**src/design/ssr_pkg.sv**
```systemverilog
package ssr_pkg;
    localparam int W = 16;
    // request source select codes
    localparam logic [2:0] SRC_HOST   = 3'h0;
    localparam logic [2:0] SRC_PANEL  = 3'h1;
    localparam logic [2:0] SRC_CONT_A = 3'h2;
    localparam logic [2:0] SRC_CONT_B = 3'h3;
    localparam logic [2:0] SRC_CONT_C = 3'h4;
    localparam logic [2:0] SRC_CONT_D = 3'h5;
    // analog input select codes
    localparam logic [1:0] AIN_DEFAULT  = 2'h0;
    localparam logic [1:0] AIN_ISOLATED = 2'h1;
    localparam logic [1:0] AIN_FEEDBACK = 2'h2;
    // limit selector modes
    localparam logic [1:0] LIM_OFF = 2'h0;
    localparam logic [1:0] LIM_MIN = 2'h1;
    localparam logic [1:0] LIM_MAX = 2'h2;
    // gradient code meaning ramp bypassed
    localparam logic [15:0] GRAD_OFF = 16'h0000;
    localparam logic [15:0] TARGET_RESET = 16'h0000;
    // control cycle
    localparam int CYCLE_NS = 100000;
    localparam int CLK_NS = 10;
    localparam logic [15:0] CYCLE_CLKS = 16'(CYCLE_NS / CLK_NS);
    typedef enum logic [3:0] {
        SSR_IDLE   = 4'b0001,
        SSR_SELECT = 4'b0010,
        SSR_COMB   = 4'b0100,
        SSR_RAMP   = 4'b1000
    } ssr_state_t;
endpackage

```
**src/design/ssr_req_if.sv**
```systemverilog
`timescale 1ns/10ps
interface ssr_req_if;
    logic host;
    logic panel;
    logic contact_input_a;
    logic contact_input_b;
    logic contact_input_c;
    logic contact_input_d;
    logic [2:0] src_sel;
    logic wins;
    modport owner (output host, panel, contact_input_a, contact_input_b,
                   contact_input_c, contact_input_d, src_sel, input wins);
    modport arbiter (input host, panel, contact_input_a, contact_input_b,
                     contact_input_c, contact_input_d, src_sel, output wins);
endinterface

```
**src/design/ssr_prio.sv**
```systemverilog
`timescale 1ns/10ps
module ssr_prio
    import ssr_pkg::*;
(
    ssr_req_if.arbiter req
);
    // a request active at any source that is enabled wins over others
    function automatic logic pick(input logic [2:0] s, input logic h, input logic p,
                                  input logic a, input logic b, input logic c,
                                  input logic d);
        logic r;
        r = 1'b0;
        if (s == SRC_HOST) begin
            r = h;
        end else if (s == SRC_PANEL) begin
            r = p;
        end else if (s == SRC_CONT_A) begin
            r = a;
        end else if (s == SRC_CONT_B) begin
            r = b;
        end else if (s == SRC_CONT_C) begin
            r = c;
        end else if (s == SRC_CONT_D) begin
            r = d;
        end
        return r;
    endfunction
    // host and panel always count; the configured contact adds to them
    assign req.wins = req.host | req.panel |
        pick(req.src_sel, 1'b0, 1'b0, req.contact_input_a, req.contact_input_b,
             req.contact_input_c, req.contact_input_d);
endmodule

```
**src/design/ssr_top.sv**
```systemverilog
`timescale 1ns/10ps
// Function
// - contact 1 remote, 0 local target
// - local/remote request from host, panel, contacts
// - remote from input five, four or six
// - local request from any source wins
// - offset added or multiplied per config
// - offset on at 1, off at 0
// - offset enable and value sources configurable
// - offset-on request from any source wins
// - target change ramps with rise/fall gradient
// - gradient also limits profile target
// - second target uses its own gradient
// - disabled gradient code means immediate step
// - switch-over or power-on ramps from process
// - process-value start ignores target limits
// - target tracking copies prior target locally
// - return from local ramps with gradients
// - process tracking stores process value
// - configuration selects tracking type
// - bumpless contact only arms switch type
// - bumpless request from any source wins
// - active target clamped against limit input
// - limit works with any target mode
// - second target overrides all sources
module ssr_top
    import ssr_pkg::*;
(
    input  wire logic          clock,
    input  wire logic          rst_b,
    input  wire logic          host_local,
    input  wire logic          panel_local,
    input  wire logic          host_offset,
    input  wire logic          panel_offset,
    input  wire logic          host_bumpless,
    input  wire logic          panel_bumpless,
    input  wire logic          host_second,
    input  wire logic          panel_second,
    input  wire logic          contact_input_a,
    input  wire logic          contact_input_b,
    input  wire logic          contact_input_c,
    input  wire logic          contact_input_d,
    input  wire logic [2:0]    remote_select_source,
    input  wire logic [2:0]    offset_enable_source,
    input  wire logic [2:0]    bumpless_source,
    input  wire logic [2:0]    second_select_source,
    input  wire logic [1:0]    remote_input_select,
    input  wire logic [1:0]    offset_value_source,
    input  wire logic          remote_offset_select,
    input  wire logic          offset_multiply,
    input  wire logic          tracking_type_select,
    input  wire logic          profile_mode,
    input  wire logic [1:0]    limit_mode,
    input  wire logic [W-1:0]  default_analog_input,
    input  wire logic [W-1:0]  isolated_analog_input,
    input  wire logic [W-1:0]  feedback_analog_input,
    input  wire logic [W-1:0]  limit_analog_input,
    input  wire logic [W-1:0]  first_preprocessing,
    input  wire logic [W-1:0]  second_preprocessing,
    input  wire logic [W-1:0]  local_target_in,
    input  wire logic          local_target_load,
    input  wire logic [W-1:0]  profile_target,
    input  wire logic [W-1:0]  second_target,
    input  wire logic [W-1:0]  local_offset,
    input  wire logic [W-1:0]  process_value,
    input  wire logic [W-1:0]  rise_gradient,
    input  wire logic [W-1:0]  fall_gradient,
    input  wire logic [W-1:0]  second_target_gradient,
    output logic [W-1:0]       active_target,
    output logic [W-1:0]       local_target,
    output logic               remote_active,
    output logic               offset_active,
    output logic               second_active,
    output logic               bumpless_armed,
    output logic               cycle_tick
);
    typedef struct packed {
        ssr_state_t   state;
        logic [15:0]  div;
        logic         tick;
        logic         rem_req;
        logic         off_req;
        logic         bump_req;
        logic         sec_req;
        logic         remote;
        logic         offset;
        logic         second;
        logic         bumpless;
        logic         started;
        logic [W-1:0] goal;
        logic [W-1:0] act;
        logic [W-1:0] local_w;
        logic [W-1:0] out_w;
    } ssr_reg_t;

    ssr_reg_t r;
    ssr_reg_t next_r;

    ssr_req_if rem_if ();
    ssr_req_if off_if ();
    ssr_req_if bmp_if ();
    ssr_req_if sec_if ();

    // remote request: contact 1 and host/panel not asking for local
    // host and panel only ever ask for local, so only the contact can ask for remote
    assign rem_if.host = 1'b0;
    assign rem_if.panel = 1'b0;
    assign rem_if.contact_input_a = contact_input_a;
    assign rem_if.contact_input_b = contact_input_b;
    assign rem_if.contact_input_c = contact_input_c;
    assign rem_if.contact_input_d = contact_input_d;
    assign rem_if.src_sel = remote_select_source;
    assign off_if.host = host_offset;
    assign off_if.panel = panel_offset;
    assign off_if.contact_input_a = contact_input_a;
    assign off_if.contact_input_b = contact_input_b;
    assign off_if.contact_input_c = contact_input_c;
    assign off_if.contact_input_d = contact_input_d;
    assign off_if.src_sel = offset_enable_source;
    assign bmp_if.host = host_bumpless;
    assign bmp_if.panel = panel_bumpless;
    assign bmp_if.contact_input_a = contact_input_a;
    assign bmp_if.contact_input_b = contact_input_b;
    assign bmp_if.contact_input_c = contact_input_c;
    assign bmp_if.contact_input_d = contact_input_d;
    assign bmp_if.src_sel = bumpless_source;
    assign sec_if.host = host_second;
    assign sec_if.panel = panel_second;
    assign sec_if.contact_input_a = contact_input_a;
    assign sec_if.contact_input_b = contact_input_b;
    assign sec_if.contact_input_c = contact_input_c;
    assign sec_if.contact_input_d = contact_input_d;
    assign sec_if.src_sel = second_select_source;

    ssr_prio u_rem (.req(rem_if.arbiter));
    ssr_prio u_off (.req(off_if.arbiter));
    ssr_prio u_bmp (.req(bmp_if.arbiter));
    ssr_prio u_sec (.req(sec_if.arbiter));

    function automatic logic [W-1:0] pick_ain(input logic [1:0] s);
        logic [W-1:0] v;
        v = default_analog_input;
        if (s == AIN_ISOLATED) begin
            v = isolated_analog_input;
        end else if (s == AIN_FEEDBACK) begin
            v = feedback_analog_input;
        end
        return v;
    endfunction

    // two pre-processing stages: gain (8.8 fixed point) then additive shift
    function automatic logic [W-1:0] precond(input logic [W-1:0] x);
        logic [2*W-1:0] p;
        p = x * first_preprocessing;
        return p[W+7:8] + second_preprocessing;
    endfunction

    // one ramp step toward goal, never past it
    function automatic logic [W-1:0] step(input logic [W-1:0] a, input logic [W-1:0] g,
                                          input logic [W-1:0] up, input logic [W-1:0] dn);
        logic [W-1:0] v;
        v = g;
        if (g > a) begin
            if (up != GRAD_OFF && (g - a) > up) begin
                v = a + up;
            end
        end else if (a > g) begin
            if (dn != GRAD_OFF && (a - g) > dn) begin
                v = a - dn;
            end
        end
        return v;
    endfunction

    logic [W-1:0] remote_w;
    logic [W-1:0] offs;
    logic [W-1:0] base;
    logic [W-1:0] comb;
    logic [W-1:0] lim;
    logic [2*W-1:0] prod;
    logic          switched;
    logic [W-1:0]  up_g;
    logic [W-1:0]  dn_g;

    assign remote_w = precond(pick_ain(remote_input_select));

    always_comb begin
        next_r = r;
        next_r.tick = 1'b0;
        offs = remote_offset_select ? precond(pick_ain(offset_value_source)) : local_offset;
        base = r.second ? second_target :
            (r.remote ? (profile_mode ? profile_target : remote_w) : r.local_w);
        prod = base * offs;
        comb = base;
        if (r.offset && !r.second) begin
            comb = offset_multiply ? prod[W+7:8] : base + offs;
        end
        lim = comb;
        if (limit_mode == LIM_MIN && comb < limit_analog_input) begin
            lim = limit_analog_input;
        end else if (limit_mode == LIM_MAX && comb > limit_analog_input) begin
            lim = limit_analog_input;
        end
        switched = (r.second != r.sec_req) ||
                   (!r.sec_req && r.remote != r.rem_req) || !r.started;
        up_g = (r.second || r.sec_req) ? second_target_gradient : rise_gradient;
        dn_g = (r.second || r.sec_req) ? second_target_gradient : fall_gradient;
        if (local_target_load) begin
            next_r.local_w = local_target_in;
        end
        if (r.div == CYCLE_CLKS - 16'h0001) begin
            next_r.div = 16'h0000;
            next_r.tick = 1'b1;
        end else begin
            next_r.div = r.div + 16'h0001;
        end
        case (r.state)
            SSR_IDLE: begin
                if (r.tick) begin
                    // sample all sources once per control cycle
                    next_r.rem_req = rem_if.wins & ~(host_local | panel_local) &
                                     ~sec_if.wins;
                    next_r.off_req = off_if.wins;
                    next_r.bump_req = bmp_if.wins;
                    next_r.sec_req = sec_if.wins;
                    next_r.state = SSR_SELECT;
                end
            end
            SSR_SELECT: begin
                if (switched) begin
                    if (r.bumpless && !tracking_type_select && r.remote && !r.rem_req &&
                        !r.sec_req && r.started) begin
                        next_r.local_w = r.out_w;
                    end else begin
                        next_r.act = process_value;
                    end
                end
                next_r.started = 1'b1;
                next_r.second = r.sec_req;
                next_r.remote = r.rem_req;
                next_r.offset = r.off_req;
                next_r.bumpless = r.bump_req;
                next_r.state = SSR_COMB;
            end
            SSR_COMB: begin
                next_r.goal = lim;
                next_r.state = SSR_RAMP;
            end
            SSR_RAMP: begin
                next_r.act = step(r.act, r.goal, up_g, dn_g);
                next_r.out_w = step(r.act, r.goal, up_g, dn_g);
                next_r.state = SSR_IDLE;
            end
            default: begin
                next_r.state = SSR_IDLE;
            end
        endcase
    end

    always_ff @(posedge clock or negedge rst_b) begin
        if (!rst_b) begin
            r <= '{state: SSR_IDLE, div: 16'h0000, tick: 1'b0, rem_req: 1'b0,
                   off_req: 1'b0, bump_req: 1'b0, sec_req: 1'b0, remote: 1'b0,
                   offset: 1'b0, second: 1'b0, bumpless: 1'b0, started: 1'b0,
                   goal: TARGET_RESET, act: TARGET_RESET, local_w: TARGET_RESET,
                   out_w: TARGET_RESET};
        end else begin
            r <= next_r;
        end
    end

    assign active_target = r.out_w;
    assign local_target = r.local_w;
    assign remote_active = r.remote;
    assign offset_active = r.offset;
    assign second_active = r.second;
    assign bumpless_armed = r.bumpless;
    assign cycle_tick = r.tick;
endmodule

```
**config.mk**
```make
export PLATFORM = sky130hd
export DESIGN_NAME = ssr_top
export DESIGN_NICKNAME = d
export VERILOG_FILES = /design/src/design/ssr_pkg.sv /design/src/design/ssr_req_if.sv /design/src/design/ssr_prio.sv /design/src/design/ssr_top.sv
export SDC_FILE = /design/constraint.sdc
export NUM_CORES = 2
export LEC_CHECK = 0
export ABC_CLOCK_PERIOD_IN_PS = 9300
export BUFFER_PORTS_ARGS = -buffer_cell sky130_fd_sc_hd__buf_2
export CORE_MARGIN = 5
export CORE_UTILIZATION = 51
export DETAILED_ROUTE_END_ITERATION = 8
export PLACE_DENSITY = 0.79
export SYNTH_ARGS = -nofsm -noshare
export SYNTH_HDL_FRONTEND = slang
export SYNTH_HIERARCHICAL = 1
export SYNTH_SLANG_ARGS = --single-unit
```
**constraint.sdc**
```tcl
create_clock -name clock -period 9.3 [get_ports clock]
set_clock_uncertainty 0.15 [all_clocks]
set_input_delay 0.465 -clock clock [delete_from_list [all_inputs] [get_ports clock]]
set_output_delay 0.465 -clock clock [all_outputs]
set_load 0.02 [all_outputs]
```
# After elaboration in Yosys (flattened, before gate mapping)
# Cells that the tools add are included.
[word_totals] ff_bits=94 inputBits=261 output_inout_bits=37 word_cells=160
[classes] addsub=8 multipliers=3 magnitude_cmp=6 n_eq_ne=36 n_mux=52 bitwise=11 reduce_logical=28
[op_table] op="$mux W16" n=23
[op_table] op="$gt A16 B16 Y1" n=5
[op_table] op="$mul A16 B16 Y24" n=3
[op_table] op="$add A16 B16 Y16" n=4
[op_table] op="$sub A16 B16 Y16" n=3
[op_table] op="$mux W32" n=1
[op_table] op="$pmux W16 S2" n=1
[op_table] op="$reduce_bool A16 Y1" n=2
[op_table] op="$mux W1" n=25
[op_table] op="$eq A3 B2 Y1 const B" n=8
[op_table] op="$eq A3 B3 Y1 const B" n=8
[op_table] op="$add A16 B1 Y16 const B" n=1
[op_table] op="$eq A16 B14 Y1 const B" n=1
[op_table] op="$lt A16 B16 Y1" n=1
[op_table] op="$eq A3 B1 Y1 const B" n=4
[op_table] op="$logic_not A3 Y1" n=4
[op_table] op="$pmux W4 S3" n=1
[op_table] op="$logic_and A1 B1 Y1" n=11
[op_table] op="$or A1 B1 Y1" n=7
[op_table] op="$eq A2 B1 Y1 const B" n=3
[op_table] op="$eq A2 B2 Y1 const B" n=3
[op_table] op="$ne A2 B2 Y1 const B" n=3
[op_table] op="$logic_not A1 Y1" n=5
[op_table] op="$eq A4 B1 Y1 const B" n=1
[op_table] op="other kinds (11)" n=16

# Logic depth before layout (Yosys ltp)
[logic_depth] depth_word=15 ltp_mapped=77 depth_no_buf=73

# Hierarchy
# The synthesis kept the hierarchy.
[by_module_without_submodules] mod="ssr_top" instances=1 cells_each=3948 area_per_inst_um2=32839.0 seq_area_each_um2=2353.5
[by_module_without_submodules] mod="ssr_prio" instances=4 cells_each=6 area_per_inst_um2=52.6 seq_area_each_um2=0.0

# Worst setup path after synthesis
# Ideal clock, no wire load.
[synth_path] path_kind="input to register" from="in offset_value_source[0]" to="reg r[53] (netlist name)" setup_time_ns=0.137 t_arrival_ns=16.034 required_time_ns=9.013 setup_slack_ns=-7.021 stages=68 path_buffers=4 path_cell_list="buf_4 xor2_2 buf_2 nor2_1 nor2_1 clkbuf_1 nand2_1 fa_1 inv_1 fa_1 ha_1 inv_1 fa_1 fa_1 inv_1 fa_1 ha_1 nand2_1 [... 32 more ...] a21o_1 a21o_1 a31oi_4 nor2b_4 a41oi_1 xnor3_1 xor3_1 xnor2_1 mux2_4 a211oi_2 ha_1 a21oi_1 o31a_1 o22ai_1 a31oi_2 clkbuf_1 mux2i_1 a21oi_1"
[synth_via] elab_chain_len=13 elab_cells_between_ends=17 cone_classes="add/sub: 2; mul: 2; order compare: 2; eq/ne: 2; mux: 7; reduce/logical: 2"
[synth_rtl] item="from (decl)" line_no="ssr_top.sv:48" text="input wire logic [1:0] offset_value_source,"
[synth_rtl] item="$eq A2 B2 Y1" line_no="ssr_top.sv:145" text="end else if (s == AIN_FEEDBACK) begin"
[synth_rtl] item="$mux W16" line_no="ssr_top.sv:145"
[synth_rtl] item="$mux W16 (*)" line_no="ssr_top.sv:143" text="if (s == AIN_ISOLATED) begin"
[synth_rtl] item="$mul A16 B16 Y24 (*)" line_no="ssr_top.sv:154" text="p = x * first_preprocessing;"
[synth_rtl] item="$add A16 B16 Y16 (*)" line_no="ssr_top.sv:155" text="return p[W+7:8] + second_preprocessing;"
[synth_rtl] item="$mux W16 (*)" line_no="ssr_top.sv:190" text="offs = remote_offset_select ? precond(pick_ain(offset_value_source)) : local_offset;"
[synth_rtl] item="$mul A16 B16 Y24 / $add A16 B16 Y16 (equally long branches)" line_no="ssr_top.sv:193, ssr_top.sv:196"
[synth_rtl] item="$mux W16 (*)" line_no="ssr_top.sv:196" text="comb = offset_multiply ? prod[W+7:8] : base + offs;"
[synth_rtl] item="$mux W16 (*)" line_no="ssr_top.sv:195" text="if (r.offset && !r.second) begin"
[synth_rtl] item="$gt A16 B16 Y1" line_no="ssr_top.sv:201" text="end else if (limit_mode == LIM_MAX && comb > limit_analog_input) begin"
[synth_rtl] item="$logic_and A1 B1 Y1" line_no="ssr_top.sv:201"
[synth_rtl] item="$mux W16" line_no="ssr_top.sv:201"
[synth_rtl] item="$mux W16 (*)" line_no="ssr_top.sv:199" text="if (limit_mode == LIM_MIN && comb < limit_analog_input) begin"
[synth_rtl] item="to (signal assigned)" line_no="ssr_top.sv:262" text="r <= '{state: SSR_IDLE, div: 16'h0000, tick: 1'b0, rem_req: 1'b0,"
[synth_rtl] item="to (signal assigned)" line_no="ssr_top.sv:268" text="r <= next_r;"
[synth_rtl] item="to (decl)" line_no="ssr_top.sv:96" text="ssr_reg_t r;"
# Mark *: on every way between the ends. The rest lies on a longest branch, timed or not.
# A chain may end at the register's enable or synchronous reset.

# Worst setup path after layout
[layout_path] from="in offset_value_source[0]" to="reg r[50] (netlist name)"
# Same word-level chain as after synthesis.

==> impl_metrics.env <==
export IMPL_status="complete, but fails checks"
export IMPL_violations_in_the_final_reports="setup timing"
export IMPL_placedInstanceArea_mm2=0.03947
export IMPL_ys_async_sr_fraction=1.000
export IMPL_distinct_cell_type_count_of_the_synthesized_netlist=97
export IMPL_dominantRegCellSynth="dfrtp_1"
export IMPL_routedLengthMet1_mm=42.98
export IMPL_highest_signal_layer="met5"
export IMPL_die_height_um=264.6
export IMPL_rsz0062_at_grt="yes"
export IMPL_hold_path_class="in -> reg"
export IMPL_clk_pin_slew_ns=0.08
export IMPL_cp_start_kind="input pin"
export IMPL_h_tree_depth=3
export IMPL_final_cell_mix="inv_1, buf_4, fa_1, nand2_1, ha_1"
export IMPL_final_weighted_congestion_in_routability_driven_placement=1.022
export IMPL_final_period_minus_worst_setup_slack_ns=15.23
export IMPL_clock_sinks=94
export IMPL_arrival_ns=15.31
export IMPL_met2_length_mm=50.44
export IMPL_overflow=0
export IMPL_worst_ep_required_time_ns=9.38
export IMPL_grt_total_usage=0.3036
export IMPL_grt_first_pass_wirelength_mm=171.4
export IMPL_drt_pre_antenna_iters=6
export IMPL_seq_area_frac_synth=0.07121
export IMPL_count_of_final_setup_violators=16
export IMPL_hold_ws_ns=0.1822
export IMPL_grt_antenna_before_repair=7
export IMPL_instances_no_fill=5593
export IMPL_post_synthesis_sequential_element_count=94
export IMPL_die_w_um=264.6
export IMPL_cp_slowest_cell="fa_2"
export IMPL_timing_worst_setup_path_type="in -> reg"
export IMPL_final_area_mm2=0.04087
export IMPL_worst_path_most_repeated_cell="fa_1"
export IMPL_final_common_cell="inv_1"
export IMPL_buffer_ports_inserted=297
export IMPL_slew_headroom=0.1529
export IMPL_clkLatencyLatePin_ns=0.37
export IMPL_area_growth_synth_to_final_pct=23.66
export IMPL_core_area_mm2=0.06435
export IMPL_finish_net_count=5852
export IMPL_avgSynthCellArea_um2=8.321
export IMPL_die_area_mm2=0.06999
export IMPL_tritoncts_clock_tree="built"
export IMPL_synth_enable_flop_cells=0
export IMPL_setup_ws_ns=-5.929
export IMPL_max_cap_violations=0
export IMPL_synth_area_mm2=0.03305
export IMPL_grt_max_degree=65
export IMPL_ys_warn_count=6
export IMPL_root_buffer="clkbuf_16"
export IMPL_layout_drive_gt1_share=0.2415
export IMPL_place_hpwl_mm=92.90
export IMPL_max_stage_delay_ns=0.64
export IMPL_finish_utilization=0.6351
export IMPL_std_cell_rows=93
export IMPL_critPathCaptureType="register"
export IMPL_dr_total_vias=30907
export IMPL_first_global_vias=32034
export IMPL_worst_pin_slew_ns=1.266
export IMPL_wl_per_cell_um=19.54
export IMPL_max_freq_ghz=0.06567
export IMPL_drc_marker_count_from_the_first_detailed_route_iteration=2554
export IMPL_finalHoldViolCount=0
export IMPL_clock_tree_buffer_depth=2
export IMPL_tritoncts_num_buffers=9
export IMPL_layout_worst_path_cycle_share=1.638
export IMPL_worst_path_max_fanout=8
export IMPL_wl_met3_mm=11.44
export IMPL_ioPinCount=298
export IMPL_syn_inst=3972
export IMPL_antenna_left=0
export IMPL_place_inst=5527
export IMPL_drc=0
export IMPL_start_util=0.5136
export IMPL_drt_vias_per_instance=5.526
export IMPL_postRouteWirelength_mm=109.3
export IMPL_finalMaxSlewViolations=0
kinds of logic after synthesis:
kind of cell	Yosys count	synth area share
buffers and inverters	938	0.1112
AND/OR/NAND/NOR	1223	0.1777
XOR/XNOR	176	0.04944
flip-flops	94	0.07121
adder cells (fa/ha/maj)	863	0.4421
other	1	0.0001135
AO/OA/AOI/OAI	598	0.1238
multiplexers	79	0.02446
cells in the mapped netlist (14+ instances only):
cell,instances,area [um^2]
nand3_1,33,165.2
a21o_1,77,578.1
nand3b_1,15,112.6
o21a_1,34,255.2
buf_4,35,262.8
and2_1,230,1439
o221a_2,17,191.4
o211ai_1,26,195.2
a21oi_1,191,955.9
clkbuf_1,127,476.7
dfrtp_1,93,2327
inv_1,743,2789
o22ai_1,15,93.84
nor3_1,37,185.2
a31oi_1,14,87.58
o21ai_0,72,360.4
mux2i_1,70,700.7
nand4_1,29,181.4
fa_1,508,10170
ha_1,355,4442
a211oi_1,33,247.7
clkinv_1,15,56.30
nand2b_1,28,175.2
xnor2_1,112,980.9
nand2_1,482,1809
nor2_1,248,930.9
xor2_1,56,490.5
o21bai_1,17,127.6
nor2b_1,52,325.3
sequential cells by signal (all words and copies together), names as in the netlist:
name	count
remote_active	1
offset_active	1
bumpless_armed	1
cycle_tick	1
second_active	1
active_target	16
r	57
local_target	16
worst paths after layout:
check                                       start          endpoint  slack, ns  depth (start not counted)
max in group asynchronous                   rst_b             r[85]       7.35                          3
min in group asynchronous                   rst_b  local_target[11]       0.42                          2
setup / recovery           offset_value_source[0]             r[50]      -5.93                         68
hold reg to reg                             r[70]             r[70]       0.34                          2
setup reg to reg                    second_active             r[50]      -0.27                         43
hold / removal                   process_value[8]             r[40]       0.18                          2
through the flow:
stage | TNS, ns | worst slack [ns]
5_1_grt | -103.04 | -6.483
6_report | -94.56 | -5.929
2_1_floorplan | -91.01 | -5.772
4_1_cts | -95.05 | -5.978
3_3_place_gp | -104.80 | -6.558
3_5_place_dp | -106.20 | -6.683
final cells by class:
class                           count  area, um^2
Tap cell                          855        1070
Clock buffer                        9       225.2
Fill cell                        5237       23480
Multi-Input combinational cell   2941       27760
Sequential cell                    94        2354
Timing Repair Buffer              921        6509
Inverter                          761        2864
Clock inverter                      7       73.82
Antenna cell                        5       12.51
what timing repair did:
action / 4_1_cts / 5_1_grt
buffers inserted: 21 / 21
gates resized for setup: 71 / 101
endpoints found under the hold margin: 30 / 0
gates cloned: 1 / 1
endpoints found under the setup margin: 16 / 16
hold buffers: 1 / 0
pin swaps: 69 / 58
worst max-delay path: cells and delay by family:
kind | cells | cell delay, ns
adders and majority gates | 16 | 6.97
AOI/OAI and AO/OA | 22 | 4.00
and+or+nand+nor | 12 | 1.38
buffers and inverters | 12 | 1.16
xor gates and xnor gates | 4 | 0.78
muxes | 2 | 0.54
per-layer routing:
layer | track usage | up-vias
met1 | 0.3935 | 15050
met4 | 0.1006 | 8
met5 | 0 | -
li1 | - | 14081
met2 | 0.4972 | 1472
met3 | 0.08168 | 296
Power is left out: the tool's default activity adds up to more than one toggle a clock period on the data nets, which glitch-free logic cannot reach.
